==> config.mk <==
export PLATFORM = sky130hd
export DESIGN_NAME = dmem_bank
export DESIGN_NICKNAME = d
export VERILOG_FILES = /design/src/hdl/dmem_pkg.sv /design/src/hdl/byte_ram.sv /design/src/hdl/dmem_bank.sv /design/src/hdl/reset_hold.sv
export SDC_FILE = /design/constraint.sdc
export NUM_CORES = 1
export LEC_CHECK = 0
export ABC_CLOCK_PERIOD_IN_PS = 11980
export BUFFER_PORTS_ARGS = -buffer_cell sky130_fd_sc_hd__buf_4
export CAP_MARGIN = 20
export CORE_AREA = 8 8 386 388
export CTS_CLUSTER_SIZE = 25
export DETAILED_ROUTE_END_ITERATION = 16
export DIE_AREA = 0 0 394 396
export GPL_TIMING_DRIVEN = 0
export PLACE_DENSITY = 0.49
export SLEW_MARGIN = 40
export SYNTH_ARGS = -nofsm -noshare
export SYNTH_HDL_FRONTEND = slang
export SYNTH_SLANG_ARGS = --single-unit
==> constraint.sdc <==
create_clock -name ref_clk -period 11.98 [get_ports ref_clk]
set_input_delay 0.599 -clock ref_clk [delete_from_list [all_inputs] [get_ports ref_clk]]
set_output_delay 0.599 -clock ref_clk [all_outputs]
set_load 0.02 [all_outputs]
==> src/hdl/dmem_pkg.sv <==
package dmem_pkg;
    // bank 0 map of the five core registers
    localparam logic [7:0] OFS_PORT_A   = 8'h00;
    localparam logic [7:0] OFS_PTR_A    = 8'h01;
    localparam logic [7:0] OFS_PORT_B   = 8'h02;
    localparam logic [7:0] OFS_PTR_B    = 8'h03;
    localparam logic [7:0] OFS_BANK_SEL = 8'h04;
    // region bounds
    localparam logic [7:0] SFR_LAST     = 8'h7f;
    localparam logic [7:0] GPR_FIRST    = 8'h80;
    localparam logic [7:0] LCD_LAST     = 8'h13;
    localparam int         LCD_DEPTH    = 20;
    localparam int         GPR_DEPTH    = 128;
    // bank select field
    localparam int         BANK_LSB     = 0;
    localparam int         BANK_W       = 3;
    localparam logic [2:0] BANK_0       = 3'h0;
    localparam logic [2:0] BANK_4       = 3'h4;
    localparam logic [2:0] BANK_RST     = 3'h0;
    localparam logic [7:0] PTR_RST      = 8'h00;
    localparam logic [7:0] READ_ZERO    = 8'h00;
endpackage : dmem_pkg

==> src/hdl/byte_ram.sv <==
`timescale 1ns/1ps
// byte-wide storage with per-bit write mask; volatile, no reset of contents
module byte_ram #(
    parameter int DEPTH = 128,
    parameter int AW    = 7
) (
    input  wire logic          ref_clk,
    input  wire logic          clk_en,
    input  wire logic          we,
    input  wire logic [AW-1:0] addr,
    input  wire logic [7:0]    wdata,
    input  wire logic [7:0]    wmask,
    output logic      [7:0]    rdata
);
    typedef struct packed {
        logic [DEPTH-1:0][7:0] mem;
    } ram_s;
    ram_s st_q;
    ram_s st_d;

    // masked write keeps untouched bits, so bit set/clear needs no read-modify-write
    always_comb begin
        st_d = st_q;
        if (we && (32'(addr) < DEPTH)) begin
            st_d.mem[addr] = (st_q.mem[addr] & ~wmask) | (wdata & wmask);
        end
    end

    always_ff @(posedge ref_clk) begin
        if (clk_en) begin
            st_q <= st_d;
        end
    end

    assign rdata = (32'(addr) < DEPTH) ? st_q.mem[addr] : 8'h00;
endmodule : byte_ram

==> src/hdl/dmem_bank.sv <==
`timescale 1ns/1ps
module dmem_bank
    import dmem_pkg::*;
(
    input  wire logic       ref_clk,
    input  wire logic       rst_b,
    input  wire logic       clk_en,
    input  wire logic       sys_rst,
    input  wire logic       wdt_reset,
    input  wire logic       low_power,
    input  wire logic       acc_valid,
    input  wire logic       acc_write,
    input  wire logic [7:0] acc_addr,
    input  wire logic [7:0] acc_wdata,
    input  wire logic [7:0] acc_wmask,
    output logic      [7:0] acc_rdata,
    output logic            rd_valid,
    output logic            sfr_sel,
    output logic      [7:0] sfr_addr,
    output logic            sfr_we,
    output logic      [7:0] sfr_wdata,
    output logic      [7:0] sfr_wmask,
    input  wire logic [7:0] sfr_rdata,
    input  wire logic       sfr_used,
    input  wire logic       sfr_ro,
    output logic      [7:0] pointer_a,
    output logic      [7:0] pointer_b,
    output logic      [2:0] bank_select_field
);
    typedef enum logic [1:0] {
        TGT_NONE = 2'b00,
        TGT_CORE = 2'b01,
        TGT_GPR  = 2'b10,
        TGT_LCD  = 2'b11
    } tgt_e;

    typedef struct packed {
        logic [7:0] ptr_a;
        logic [7:0] ptr_b;
        logic [2:0] bank;
        logic [7:0] rdata;
        logic       rvalid;
        logic       sel;
        logic [7:0] saddr;
        logic       swe;
        logic [7:0] swdata;
        logic [7:0] swmask;
    } bank_s;

    bank_s st_q;
    bank_s st_d;

    logic       clear_bank;
    logic [7:0] gpr_rdata;
    logic [7:0] lcd_rdata;
    logic [2:0] eff_bank;
    logic [7:0] eff_addr;
    logic       via_port;
    logic       self_hit;
    tgt_e       tgt;
    logic       sfr_hit;
    logic       gpr_we;
    logic       lcd_we;
    logic [7:0] merged;

    reset_hold u_reset_hold (
        .ref_clk    (ref_clk),
        .rst_b      (rst_b),
        .clk_en     (clk_en),
        .sys_rst    (sys_rst),
        .wdt_reset  (wdt_reset),
        .low_power  (low_power),
        .clear_bank (clear_bank)
    );

    // resolve the real bank and address of an access before decoding it
    always_comb begin
        via_port = 1'b0;
        eff_bank = BANK_0;
        eff_addr = acc_addr;
        if (acc_addr == OFS_PORT_A) begin
            via_port = 1'b1;
            eff_bank = BANK_0;
            eff_addr = st_q.ptr_a;
        end else if (acc_addr == OFS_PORT_B) begin
            via_port = 1'b1;
            eff_bank = st_q.bank;
            eff_addr = st_q.ptr_b;
        end
        // ports never chain, so a pointer aimed at a port is a dead location
        self_hit = via_port && (eff_bank == BANK_0)
                   && ((eff_addr == OFS_PORT_A) || (eff_addr == OFS_PORT_B));
    end

    // region decode per bank
    always_comb begin
        tgt     = TGT_NONE;
        sfr_hit = 1'b0;
        if (self_hit) begin
            tgt = TGT_NONE;
        end else if (eff_bank == BANK_0) begin
            if (eff_addr >= GPR_FIRST) begin
                tgt = TGT_GPR;
            end else if ((eff_addr == OFS_PTR_A) || (eff_addr == OFS_PTR_B)
                         || (eff_addr == OFS_BANK_SEL)) begin
                tgt = TGT_CORE;
            end else if (eff_addr <= SFR_LAST) begin
                sfr_hit = 1'b1;
            end
        end else if (eff_bank == BANK_4) begin
            if (eff_addr <= LCD_LAST) begin
                tgt = TGT_LCD;
            end
        end else begin
            tgt = TGT_NONE;
        end
    end

    assign gpr_we = clk_en && acc_valid && acc_write && (tgt == TGT_GPR);
    assign lcd_we = clk_en && acc_valid && acc_write && (tgt == TGT_LCD);

    byte_ram #(
        .DEPTH (GPR_DEPTH),
        .AW    (7)
    ) u_gpr (
        .ref_clk (ref_clk),
        .clk_en  (clk_en),
        .we      (gpr_we),
        .addr    (eff_addr[6:0]),
        .wdata   (acc_wdata),
        .wmask   (acc_wmask),
        .rdata   (gpr_rdata)
    );

    byte_ram #(
        .DEPTH (LCD_DEPTH),
        .AW    (5)
    ) u_lcd (
        .ref_clk (ref_clk),
        .clk_en  (clk_en),
        .we      (lcd_we),
        .addr    (eff_addr[4:0]),
        .wdata   (acc_wdata),
        .wmask   (acc_wmask),
        .rdata   (lcd_rdata)
    );

    // masked write on the core registers, same bit-op semantics as ram
    function automatic logic [7:0] apply_mask(input logic [7:0] old_v,
                                              input logic [7:0] new_v,
                                              input logic [7:0] msk);
        apply_mask = (old_v & ~msk) | (new_v & msk);
    endfunction : apply_mask

    assign merged = apply_mask({5'h00, st_q.bank}, acc_wdata, acc_wmask);

    // next state: core registers, read data and the peripheral strobe
    always_comb begin
        st_d        = st_q;
        st_d.rvalid = acc_valid && !acc_write;
        st_d.sel    = acc_valid && sfr_hit;
        st_d.saddr  = eff_addr;
        st_d.swe    = acc_valid && acc_write && sfr_hit && !sfr_ro;
        st_d.swdata = acc_wdata;
        st_d.swmask = acc_wmask;
        if (acc_valid && !acc_write) begin
            case (tgt)
                TGT_GPR:  st_d.rdata = gpr_rdata;
                TGT_LCD:  st_d.rdata = lcd_rdata;
                TGT_CORE: begin
                    if (eff_addr == OFS_PTR_A) begin
                        st_d.rdata = st_q.ptr_a;
                    end else if (eff_addr == OFS_PTR_B) begin
                        st_d.rdata = st_q.ptr_b;
                    end else begin
                        st_d.rdata = {5'h00, st_q.bank};
                    end
                end
                default: begin
                    // peripheral space answers combinationally; holes read zero
                    if (sfr_hit && sfr_used) begin
                        st_d.rdata = sfr_rdata;
                    end else begin
                        st_d.rdata = READ_ZERO;
                    end
                end
            endcase
        end
        if (acc_valid && acc_write && (tgt == TGT_CORE)) begin
            if (eff_addr == OFS_PTR_A) begin
                st_d.ptr_a = apply_mask(st_q.ptr_a, acc_wdata, acc_wmask);
            end else if (eff_addr == OFS_PTR_B) begin
                st_d.ptr_b = apply_mask(st_q.ptr_b, acc_wdata, acc_wmask);
            end else begin
                st_d.bank = merged[BANK_LSB +: BANK_W];
            end
        end
        // a qualifying reset request wins over a same-cycle bank write
        if (clear_bank) begin
            st_d.bank = BANK_RST;
        end
    end

    // rst_b clears every field; a sys_rst request only ever reaches the bank field, never the pointers
    always_ff @(posedge ref_clk or negedge rst_b) begin
        if (!rst_b) begin
            st_q       <= '0;
            st_q.ptr_a <= PTR_RST;
            st_q.ptr_b <= PTR_RST;
            st_q.bank  <= BANK_RST;
        end else if (clk_en) begin
            st_q <= st_d;
        end
    end

    assign acc_rdata         = st_q.rdata;
    assign rd_valid          = st_q.rvalid;
    assign sfr_sel           = st_q.sel;
    assign sfr_addr          = st_q.saddr;
    assign sfr_we            = st_q.swe;
    assign sfr_wdata         = st_q.swdata;
    assign sfr_wmask         = st_q.swmask;
    assign pointer_a         = st_q.ptr_a;
    assign pointer_b         = st_q.ptr_b;
    assign bank_select_field = st_q.bank;

    AST_BANK_LEGAL_READ: assert property (@(posedge ref_clk) disable iff (!rst_b)
        clk_en && acc_valid && !acc_write && (acc_addr == OFS_BANK_SEL)
        |=> acc_rdata[7:3] == 5'h00)
        else $error("bank select upper bits not zero");

    AST_SELF_ZERO: assert property (@(posedge ref_clk) disable iff (!rst_b)
        clk_en && acc_valid && !acc_write && self_hit |=> acc_rdata == 8'h00)
        else $error("self-pointing indirect read not zero");

    AST_RO_PROTECT: assert property (@(posedge ref_clk) disable iff (!rst_b)
        clk_en && acc_valid && acc_write && sfr_ro |=> !sfr_we)
        else $error("write strobe to protected register");

    AST_UNUSED_ZERO: assert property (@(posedge ref_clk) disable iff (!rst_b)
        clk_en && acc_valid && !acc_write && sfr_hit && !sfr_used |=> acc_rdata == 8'h00)
        else $error("unused location read not zero");

    AST_PTR_WRITE: assert property (@(posedge ref_clk) disable iff (!rst_b)
        clk_en && acc_valid && acc_write && (acc_addr == OFS_PTR_A) && (acc_wmask == 8'hff)
        |=> pointer_a == $past(acc_wdata))
        else $error("pointer a write lost");

    AST_RESET_BANK: assert property (@(posedge ref_clk) disable iff (!rst_b)
        clk_en && sys_rst && !(wdt_reset && low_power) ##1 clk_en
        |=> bank_select_field == BANK_0)
        else $error("bank not cleared by reset");

    AST_WDT_KEEP: assert property (@(posedge ref_clk) disable iff (!rst_b)
        clk_en && sys_rst && wdt_reset && low_power && !clear_bank
        && !(acc_valid && acc_write && (tgt == TGT_CORE) && (eff_addr == OFS_BANK_SEL))
        |=> $stable(bank_select_field))
        else $error("bank changed by low-power watchdog reset");

    AST_DIRECT_BANK0: assert property (@(posedge ref_clk) disable iff (!rst_b)
        clk_en && acc_valid && (acc_addr >= GPR_FIRST) |-> tgt == TGT_GPR)
        else $error("direct access left bank 0");

    AST_PORT_A_BANK0: assert property (@(posedge ref_clk) disable iff (!rst_b)
        acc_valid && (acc_addr == OFS_PORT_A) |-> tgt != TGT_LCD)
        else $error("port a reached another bank");

    AST_RESERVED_BANK: assert property (@(posedge ref_clk) disable iff (!rst_b)
        clk_en && acc_valid && !acc_write && (acc_addr == OFS_PORT_B)
        && (st_q.bank != BANK_0) && (st_q.bank != BANK_4) |=> acc_rdata == 8'h00)
        else $error("reserved bank read not zero");

    // write strobes only ever land in the region and bank that the decode allows
    AST_GPR_WRITE_BANK0: assert property (@(posedge ref_clk) disable iff (!rst_b)
        gpr_we |-> (eff_bank == BANK_0) && (eff_addr >= GPR_FIRST))
        else $error("general RAM written outside bank 0 upper half");

    AST_LCD_WRITE_RANGE: assert property (@(posedge ref_clk) disable iff (!rst_b)
        lcd_we |-> (eff_bank == BANK_4) && (eff_addr <= LCD_LAST))
        else $error("display memory written out of range");

    AST_LCD_PAST_END: assert property (@(posedge ref_clk) disable iff (!rst_b)
        clk_en && acc_valid && !acc_write && (acc_addr == OFS_PORT_B)
        && (st_q.bank == BANK_4) && (st_q.ptr_b > LCD_LAST) |=> acc_rdata == 8'h00)
        else $error("display read past its end not zero");

    AST_PORT_A_NO_LCD: assert property (@(posedge ref_clk) disable iff (!rst_b)
        acc_valid && acc_write && (acc_addr == OFS_PORT_A) |-> !lcd_we)
        else $error("first port wrote the display memory");

    AST_ONLY_PORT_B_BANKS: assert property (@(posedge ref_clk) disable iff (!rst_b)
        acc_valid && (acc_addr != OFS_PORT_B) |-> !lcd_we)
        else $error("display memory reached without the second port");

    AST_RESERVED_NO_WRITE: assert property (@(posedge ref_clk) disable iff (!rst_b)
        acc_valid && acc_write && (acc_addr == OFS_PORT_B)
        && (st_q.bank != BANK_0) && (st_q.bank != BANK_4) |-> !gpr_we && !lcd_we)
        else $error("reserved bank write landed");

    // a port address is a window onto its pointer, never storage of its own
    AST_SELF_NO_WRITE: assert property (@(posedge ref_clk) disable iff (!rst_b)
        clk_en && acc_valid && acc_write && self_hit
        |=> !sfr_we && $stable(pointer_a) && $stable(pointer_b))
        else $error("self-pointing indirect write had an effect");

    AST_PORT_NO_STROBE: assert property (@(posedge ref_clk) disable iff (!rst_b)
        clk_en && acc_valid && ((acc_addr == OFS_PORT_A) || (acc_addr == OFS_PORT_B))
        |=> !(sfr_sel && ((sfr_addr == OFS_PORT_A) || (sfr_addr == OFS_PORT_B))))
        else $error("port address strobed as a peripheral register");

    AST_SFR_STROBE: assert property (@(posedge ref_clk) disable iff (!rst_b)
        clk_en && acc_valid && sfr_hit |=> sfr_sel && (sfr_addr == $past(eff_addr)))
        else $error("peripheral access not strobed at its address");

    // core registers are internal and never leak onto the peripheral strobe
    AST_CORE_NO_STROBE: assert property (@(posedge ref_clk) disable iff (!rst_b)
        clk_en && acc_valid && (tgt == TGT_CORE) |=> !sfr_sel)
        else $error("core register access strobed the peripheral side");

    AST_PTR_B_WRITE: assert property (@(posedge ref_clk) disable iff (!rst_b)
        clk_en && acc_valid && acc_write && (acc_addr == OFS_PTR_B) && (acc_wmask == 8'hff)
        |=> pointer_b == $past(acc_wdata))
        else $error("pointer b write lost");

    AST_BANK_WRITE: assert property (@(posedge ref_clk) disable iff (!rst_b)
        clk_en && acc_valid && acc_write && (acc_addr == OFS_BANK_SEL)
        && (acc_wmask == 8'hff) && !clear_bank
        |=> {5'h00, bank_select_field} == ($past(acc_wdata) & 8'h07))
        else $error("bank select write lost");
endmodule : dmem_bank

==> src/hdl/reset_hold.sv <==
`timescale 1ns/1ps
// decides whether a reset request clears the bank selection
module reset_hold (
    input  wire logic ref_clk,
    input  wire logic rst_b,
    input  wire logic clk_en,
    input  wire logic sys_rst,
    input  wire logic wdt_reset,
    input  wire logic low_power,
    output logic      clear_bank
);
    typedef struct packed {
        logic clr;
    } hold_s;
    hold_s st_q;
    hold_s st_d;

    // a watchdog reset taken while idle or asleep keeps the bank
    always_comb begin
        st_d     = st_q;
        st_d.clr = sys_rst && !(wdt_reset && low_power);
    end

    always_ff @(posedge ref_clk or negedge rst_b) begin
        if (!rst_b) begin
            st_q <= '0;
        end else if (clk_en) begin
            st_q <= st_d;
        end
    end

    assign clear_bank = st_q.clr;
endmodule : reset_hold

Word level (Yosys, flattened, before mapping)
Index checks and enable logic that the tools add are counted.
{ "word_totals": {"out_inout_bits": 54, "reg_bits": 1239, "in_bits": 42} }
{ "op_classes": {"bitwise_logic": 13, "n_lt_le_gt_ge": 8, "n_reduce_logical": 34, "n_mux": 36, "n_eq_ne": 11} }
{ "ops": {"columns": ["cell", "count"], "rows": [
  ["$bwmux 1024", 1],
  ["$bwmux 160", 1],
  ["$mux 8", 10],
  ["$bmux 8 s7", 1],
  ["$demux 8 s7", 1],
  ["$and 8x8->8", 5],
  ["$bmux 8 s5", 1],
  ["$demux 8 s5", 1],
  ["$or 8x8->8", 4],
  ["$eq 8x2->1 const B", 3],
  ["$pmux 8 s3", 1],
  ["$logic_and 1x1->1", 18],
  ["$mux 3", 6],
  ["$logic_not 8->1", 2],
  ["$mux 2", 5],
  ["$eq 8x1->1 const B", 1],
  ["$eq 8x3->1 const B", 1],
  ["$ge 8x8->1 const B", 1],
  ["$le 8x5->1 const B", 1],
  ["$le 8x7->1 const B", 1],
  ["$lt 7x8->1 const B", 1],
  ["$mux 1", 8],
  ["$not 8->8", 1],
  ["$reduce_and 4->1", 2],
  ["other kinds (17)", 25]
]} }

Logic depth before layout (Yosys ltp)
{ "logic_depth": {"ltp_word": 14, "ltp_mapped": 15} }

Hierarchy
Synthesis repeated with hierarchy kept, for this count alone.
{ "unflattened": {"cells_unflattened": 3091, "area_unflattened_um2": 50009.2} }
{ "by_module_without_submodules": {"columns": ["mod", "cells_each", "area_per_inst_um2", "instances", "seq_area_each_um2"], "rows": [
  ["byte_ram (u_gpr)", 2417, 40237.3, 1, 30749.5],
  ["byte_ram (u_lcd)", 369, 6522.5, 1, 4804.6],
  ["dmem_bank", 302, 3201.8, 1, 1351.3],
  ["reset_hold", 3, 47.5, 1, 25.0]
]} }

Worst setup path after synthesis
No wires, ideal clock.
{ "synth_path": {"path_type": "input port to flip-flop", "from": "input port acc_addr[3]", "to": "register u_gpr.st_q[1006] (netlist name), data pin", "setup_time_ns": 1.197, "required_time_ns": 10.783, "slack_ns": 2.629, "t_arrival_ns": 8.154, "n_path_buf": 5, "cell_stages": 14, "cell_sequence": "buf_4 > or4_4 > buf_6 > nor4_4 > nor2_4 > buf_4 > buf_2 > buf_2 > mux2i_1 > a221oi_1 > a21oi_1 > o211ai_1 > o32ai_1 > o21ai_0"} }
{ "synth_between": {"elab_chain_len": 8, "elab_cells_between_ends": 14, "cone_classes": "2 x order compare; 1 x eq/ne; 7 x mux; 2 x bitwise; 2 x reduce/logical"} }
{ "synth_lines": {"columns": ["element", "line", "source"], "rows": [
  ["start, declared", "dmem_bank.sv:13", "input wire logic [7:0] acc_addr,"],
  ["$eq 8x2->1", "dmem_bank.sv:85", "end else if (acc_addr == OFS_PORT_B) begin"],
  ["$mux 8", "dmem_bank.sv:85", null],
  ["$mux 8 (*)", "dmem_bank.sv:81", "if (acc_addr == OFS_PORT_A) begin"],
  ["$bmux 8 s7, or another cell as far along", "byte_ram.sv:25", "st_d.mem[addr] = (st_q.mem[addr] & ~wmask) | (wdata & wmask);"],
  ["$mux 8 (implied by the code) or $logic_and 1x1->1 (tied branches)", "byte_ram.sv:25", null],
  ["$and 8x8->8 or $mux 8 (tied branches)", "byte_ram.sv:25", null],
  ["$or 8x8->8 or $demux 8 s7 (tied branches)", null, null],
  ["$bwmux 1024 (*)", "byte_ram.sv:25", null],
  ["end signal, assigned", "byte_ram.sv:31", "st_q <= st_d;"],
  ["end, declared", "byte_ram.sv:18", "ram_s st_q;"]
]} }
Every way passes the cells marked *; elsewhere a longest branch is shown, timed or not. The select of a mux whose other input is x is not followed.
A chain may end at the register's enable or synchronous reset.

==> impl_metrics.env <==
export IMPL_skew_ps=41.9
export IMPL_hold_path_cell_count=2
export IMPL_period_share=0.606
export IMPL_layout_drive_gt1_share=0.270
export IMPL_antenna_found_initial=16
export IMPL_grt_usage=0.289
export IMPL_nNetsFinal=3402
export IMPL_cts_tree="done"
export IMPL_tightest_slew_ps=998
export IMPL_synth_area_leader_cell="edfxtp_1"
export IMPL_routedWlPerCell_um=43.3
export IMPL_fp_dieW_um=394
export IMPL_clock_latency_ps=810
export IMPL_fmax_mhz=138
export IMPL_viasPerCell=6.33
export IMPL_path_max_fanout=20
export IMPL_min_period_ps=7260
export IMPL_hp_start="acc_wdata[2]"
export IMPL_max_slew_margin=0.331
export IMPL_numCtsBuffers=137
export IMPL_path_common_cell="buf_8"
export IMPL_netlist_instances=3034
export IMPL_rsz0062_at_grt="no"
export IMPL_final_area_um2=59600
export IMPL_run_status="finished, final reports clean"
export IMPL_total_power_w=0.0100
export IMPL_grt_max_degree=69
export IMPL_reg2reg_depth=18
export IMPL_cp_slowest_cell="buf_2"
export IMPL_hp_class="primary input to flip-flop"
export IMPL_die_area_um2=156000
export IMPL_synth_area_per_cell_um2=16.4
export IMPL_place_area_um2=55100
export IMPL_area_growth_pct=19.8
export IMPL_r2r_end="u_gpr.st_q[262]$_DFFE_PP_"
export IMPL_async_reset_ff_frac=0.0444
export IMPL_overflow=0
export IMPL_startpoint_type="flip-flop"
export IMPL_synth_edf_count=1184
export IMPL_layout_commonest_cell="edfxtp_1"
export IMPL_start_util=0.348
export IMPL_clock_root_buffer="clkbuf_16"
export IMPL_p_int_w=0.00750
export IMPL_io_buffer_count=91
export IMPL_dieHeight_um=396
export IMPL_whs_ps=62.0
export IMPL_ant_nets=0
export IMPL_seq_power_share=0.483
export IMPL_slew_viol_final=0
export IMPL_ff2ff_setup_slack_ps=4720
export IMPL_layout_common_cells="1184 x edfxtp_1, 315 x nand2_1, 149 x nor2_2"
export IMPL_p_leak_nw=19.6
export IMPL_synth_top_area_frac=0.715
export IMPL_vias=34000
export IMPL_hold_viol_final=0
export IMPL_syn_num_nets=3076
export IMPL_yosys_top_cells_area="edfxtp_1 72%, mux4_2 5.3%, mux2i_1 3.0%"
export IMPL_layout_setup_ws_ps=4720
export IMPL_ioPinCount=96
export IMPL_finalSetupViolCount=0
export IMPL_p_clk_frac=0.419
export IMPL_power_density_nw_per_um2=169
export IMPL_drtIter0Drc=5741
export IMPL_cp_end_kind="flip-flop"
export IMPL_grt_pass1_vias=31500
export IMPL_drt_pass1_iter_count=6
export IMPL_clockBufferDepth=3
export IMPL_crit_arrival_ps=7870
export IMPL_wirelength_um=233000
export IMPL_clk_pin_slew_ps=60
export IMPL_worst_ep_required_time_ps=12600
export IMPL_h_tree_depth=4
export IMPL_cap_violations=0
export IMPL_p_comb_frac=0.097
export IMPL_netlist_area_um2=49700
export IMPL_yosysSeqAreaShare=0.743
export IMPL_core_um2=143000
export IMPL_grt_pass1_wl_um=303000
export IMPL_rows=139
export IMPL_p_sw_w=0.00254
export IMPL_post_cts_buffers=0
export IMPL_peakVddDrop_mv=0.113
export IMPL_drt_drc_violations_left=0
export IMPL_yosysWarnings=0
export IMPL_slowest_delay_ps=740
export IMPL_post_place_ws_ps=4320
export IMPL_p_sw_frac=0.253
export IMPL_ys_types=78
export IMPL_cp_cell_sequence="mux2_2, a31oi_4, buf_4, buf_4, buf_2, buf_2, nand2_1, a311oi_1, nor4_1, a211oi_1, o32ai_4, buf_6, o21ai_4, buf_8, buf_8, buf_8, buf_8, buf_8"
export IMPL_cts_sinks=1239
export IMPL_place_gp_congestion=1.04
export IMPL_crit_type="flip-flop to flip-flop"
export IMPL_ys_dominant_reg_cell="edfxtp_1"
export IMPL_synth_seq_cells=1239
export IMPL_place_hpwl_um=160000
-- sequential cells by signal, summed over array words and instances (netlist names), named ones only --
signal	cells
u_reset_hold.clear_bank	1
bank_select_field	3
sfr_sel	1
rd_valid	1
sfr_we	1
u_gpr.st_q	1024
sfr_wdata	8
sfr_addr	8
acc_rdata	8
u_lcd.st_q	160
sfr_wmask	8
-- cells in the mapped netlist, types with 17 or more instances --
master	number
nand4_1	18
dfrtp_1	55
o22ai_1	52
clkbuf_1	83
edfxtp_1	1184
a21oi_1	90
nand2_1	323
mux2_2	65
a22oi_1	22
and3_1	43
o21ai_0	67
nand3_1	91
buf_2	70
o221ai_1	19
a211oi_1	43
mux4_2	118
nor4_1	17
nor2_1	219
mux2i_1	150
nor3_1	17
a31oi_1	35
-- critical path: cells and delay by family, from the launching register on --
kind                   cells  cell delay, ps
buffers and inverters     10            3580
AND/OR/NAND/NOR            2             530
AO/OA/AOI/OAI              5            2070
flip-flops                 1             430
multiplexers               1             340
-- stage by stage --
stage / TNS [ps] / util / std cells
global route: 0 / 0.417 / 5370
detailed placement: 0 / 0.386 / 5122
global placement: -6144200 / 0.370 / 5028
CTS: 0 / 0.416 / 5369
floorplan: 0 / - / 3034
finish: 0 / 0.417 / 5376
-- per-layer routing --
layer | up-vias | track usage | wire [um]
met4 | 18 | 0.179 | 17300
met3 | 671 | 0.0950 | 29300
met1 | 17800 | 0.387 | 90800
li1 | 12800 | - | -
met5 | - | 0 | 144
met2 | 2710 | 0.404 | 95400
-- cell type report --
cell class	instances	area, um^2
flip-flops and latches	1239	36900
multi-input cells	1609	12800
clock inverters	69	648
plain buffers	172	907
inverters	14	52.6
repair buffers	187	2150
clock buffers	177	3670
fillers	12900	83200
well taps	1903	2380
diodes	6	15.0
-- cell families (layout without fill, tap and decap cells) --
family / after synthesis / after routing / share of synthesized area
compound gates: 512 / 512 / 0.0734
buf+inv: 186 / 619 / 0.0169
flops: 1239 / 1239 / 0.743
simple gates: 761 / 761 / 0.0675
other cells: 0 / 6 / 0
mux: 336 / 336 / 0.0994
-- power by group through the flow --
stage          Clock, W  Combinational, W  Sequential (W)
2_1_floorplan         0          0.000324         0.00499
3_3_place_gp          0          0.000805         0.00503
3_5_place_dp          0          0.000932         0.00494
4_1_cts         0.00421          0.000934         0.00485
5_1_grt         0.00437          0.000969         0.00485
6_report        0.00421          0.000977         0.00485
-- timing repair --
item,4_1_cts,5_1_grt
hold buffers,1,0
endpoints found under the hold margin,55,0
gates resized for setup,0,0
-- worst max-delay path by stage --
stage,start,to,cells past startpoint
4_1_cts,flip-flop,u_gpr.st_q[262]$_DFFE_PP_,18
2_1_floorplan,acc_addr[3],u_gpr.st_q[1006]$_DFFE_PP_,14
3_3_place_gp,acc_addr[1],u_gpr.st_q[427]$_DFFE_PP_,14
6_report,flip-flop,u_gpr.st_q[262]$_DFFE_PP_,18
5_1_grt,flip-flop,u_gpr.st_q[262]$_DFFE_PP_,18
3_5_place_dp,acc_addr[1],u_gpr.st_q[294]$_DFFE_PP_,19
No activity file was read; power rests on OpenSTA's default activity.
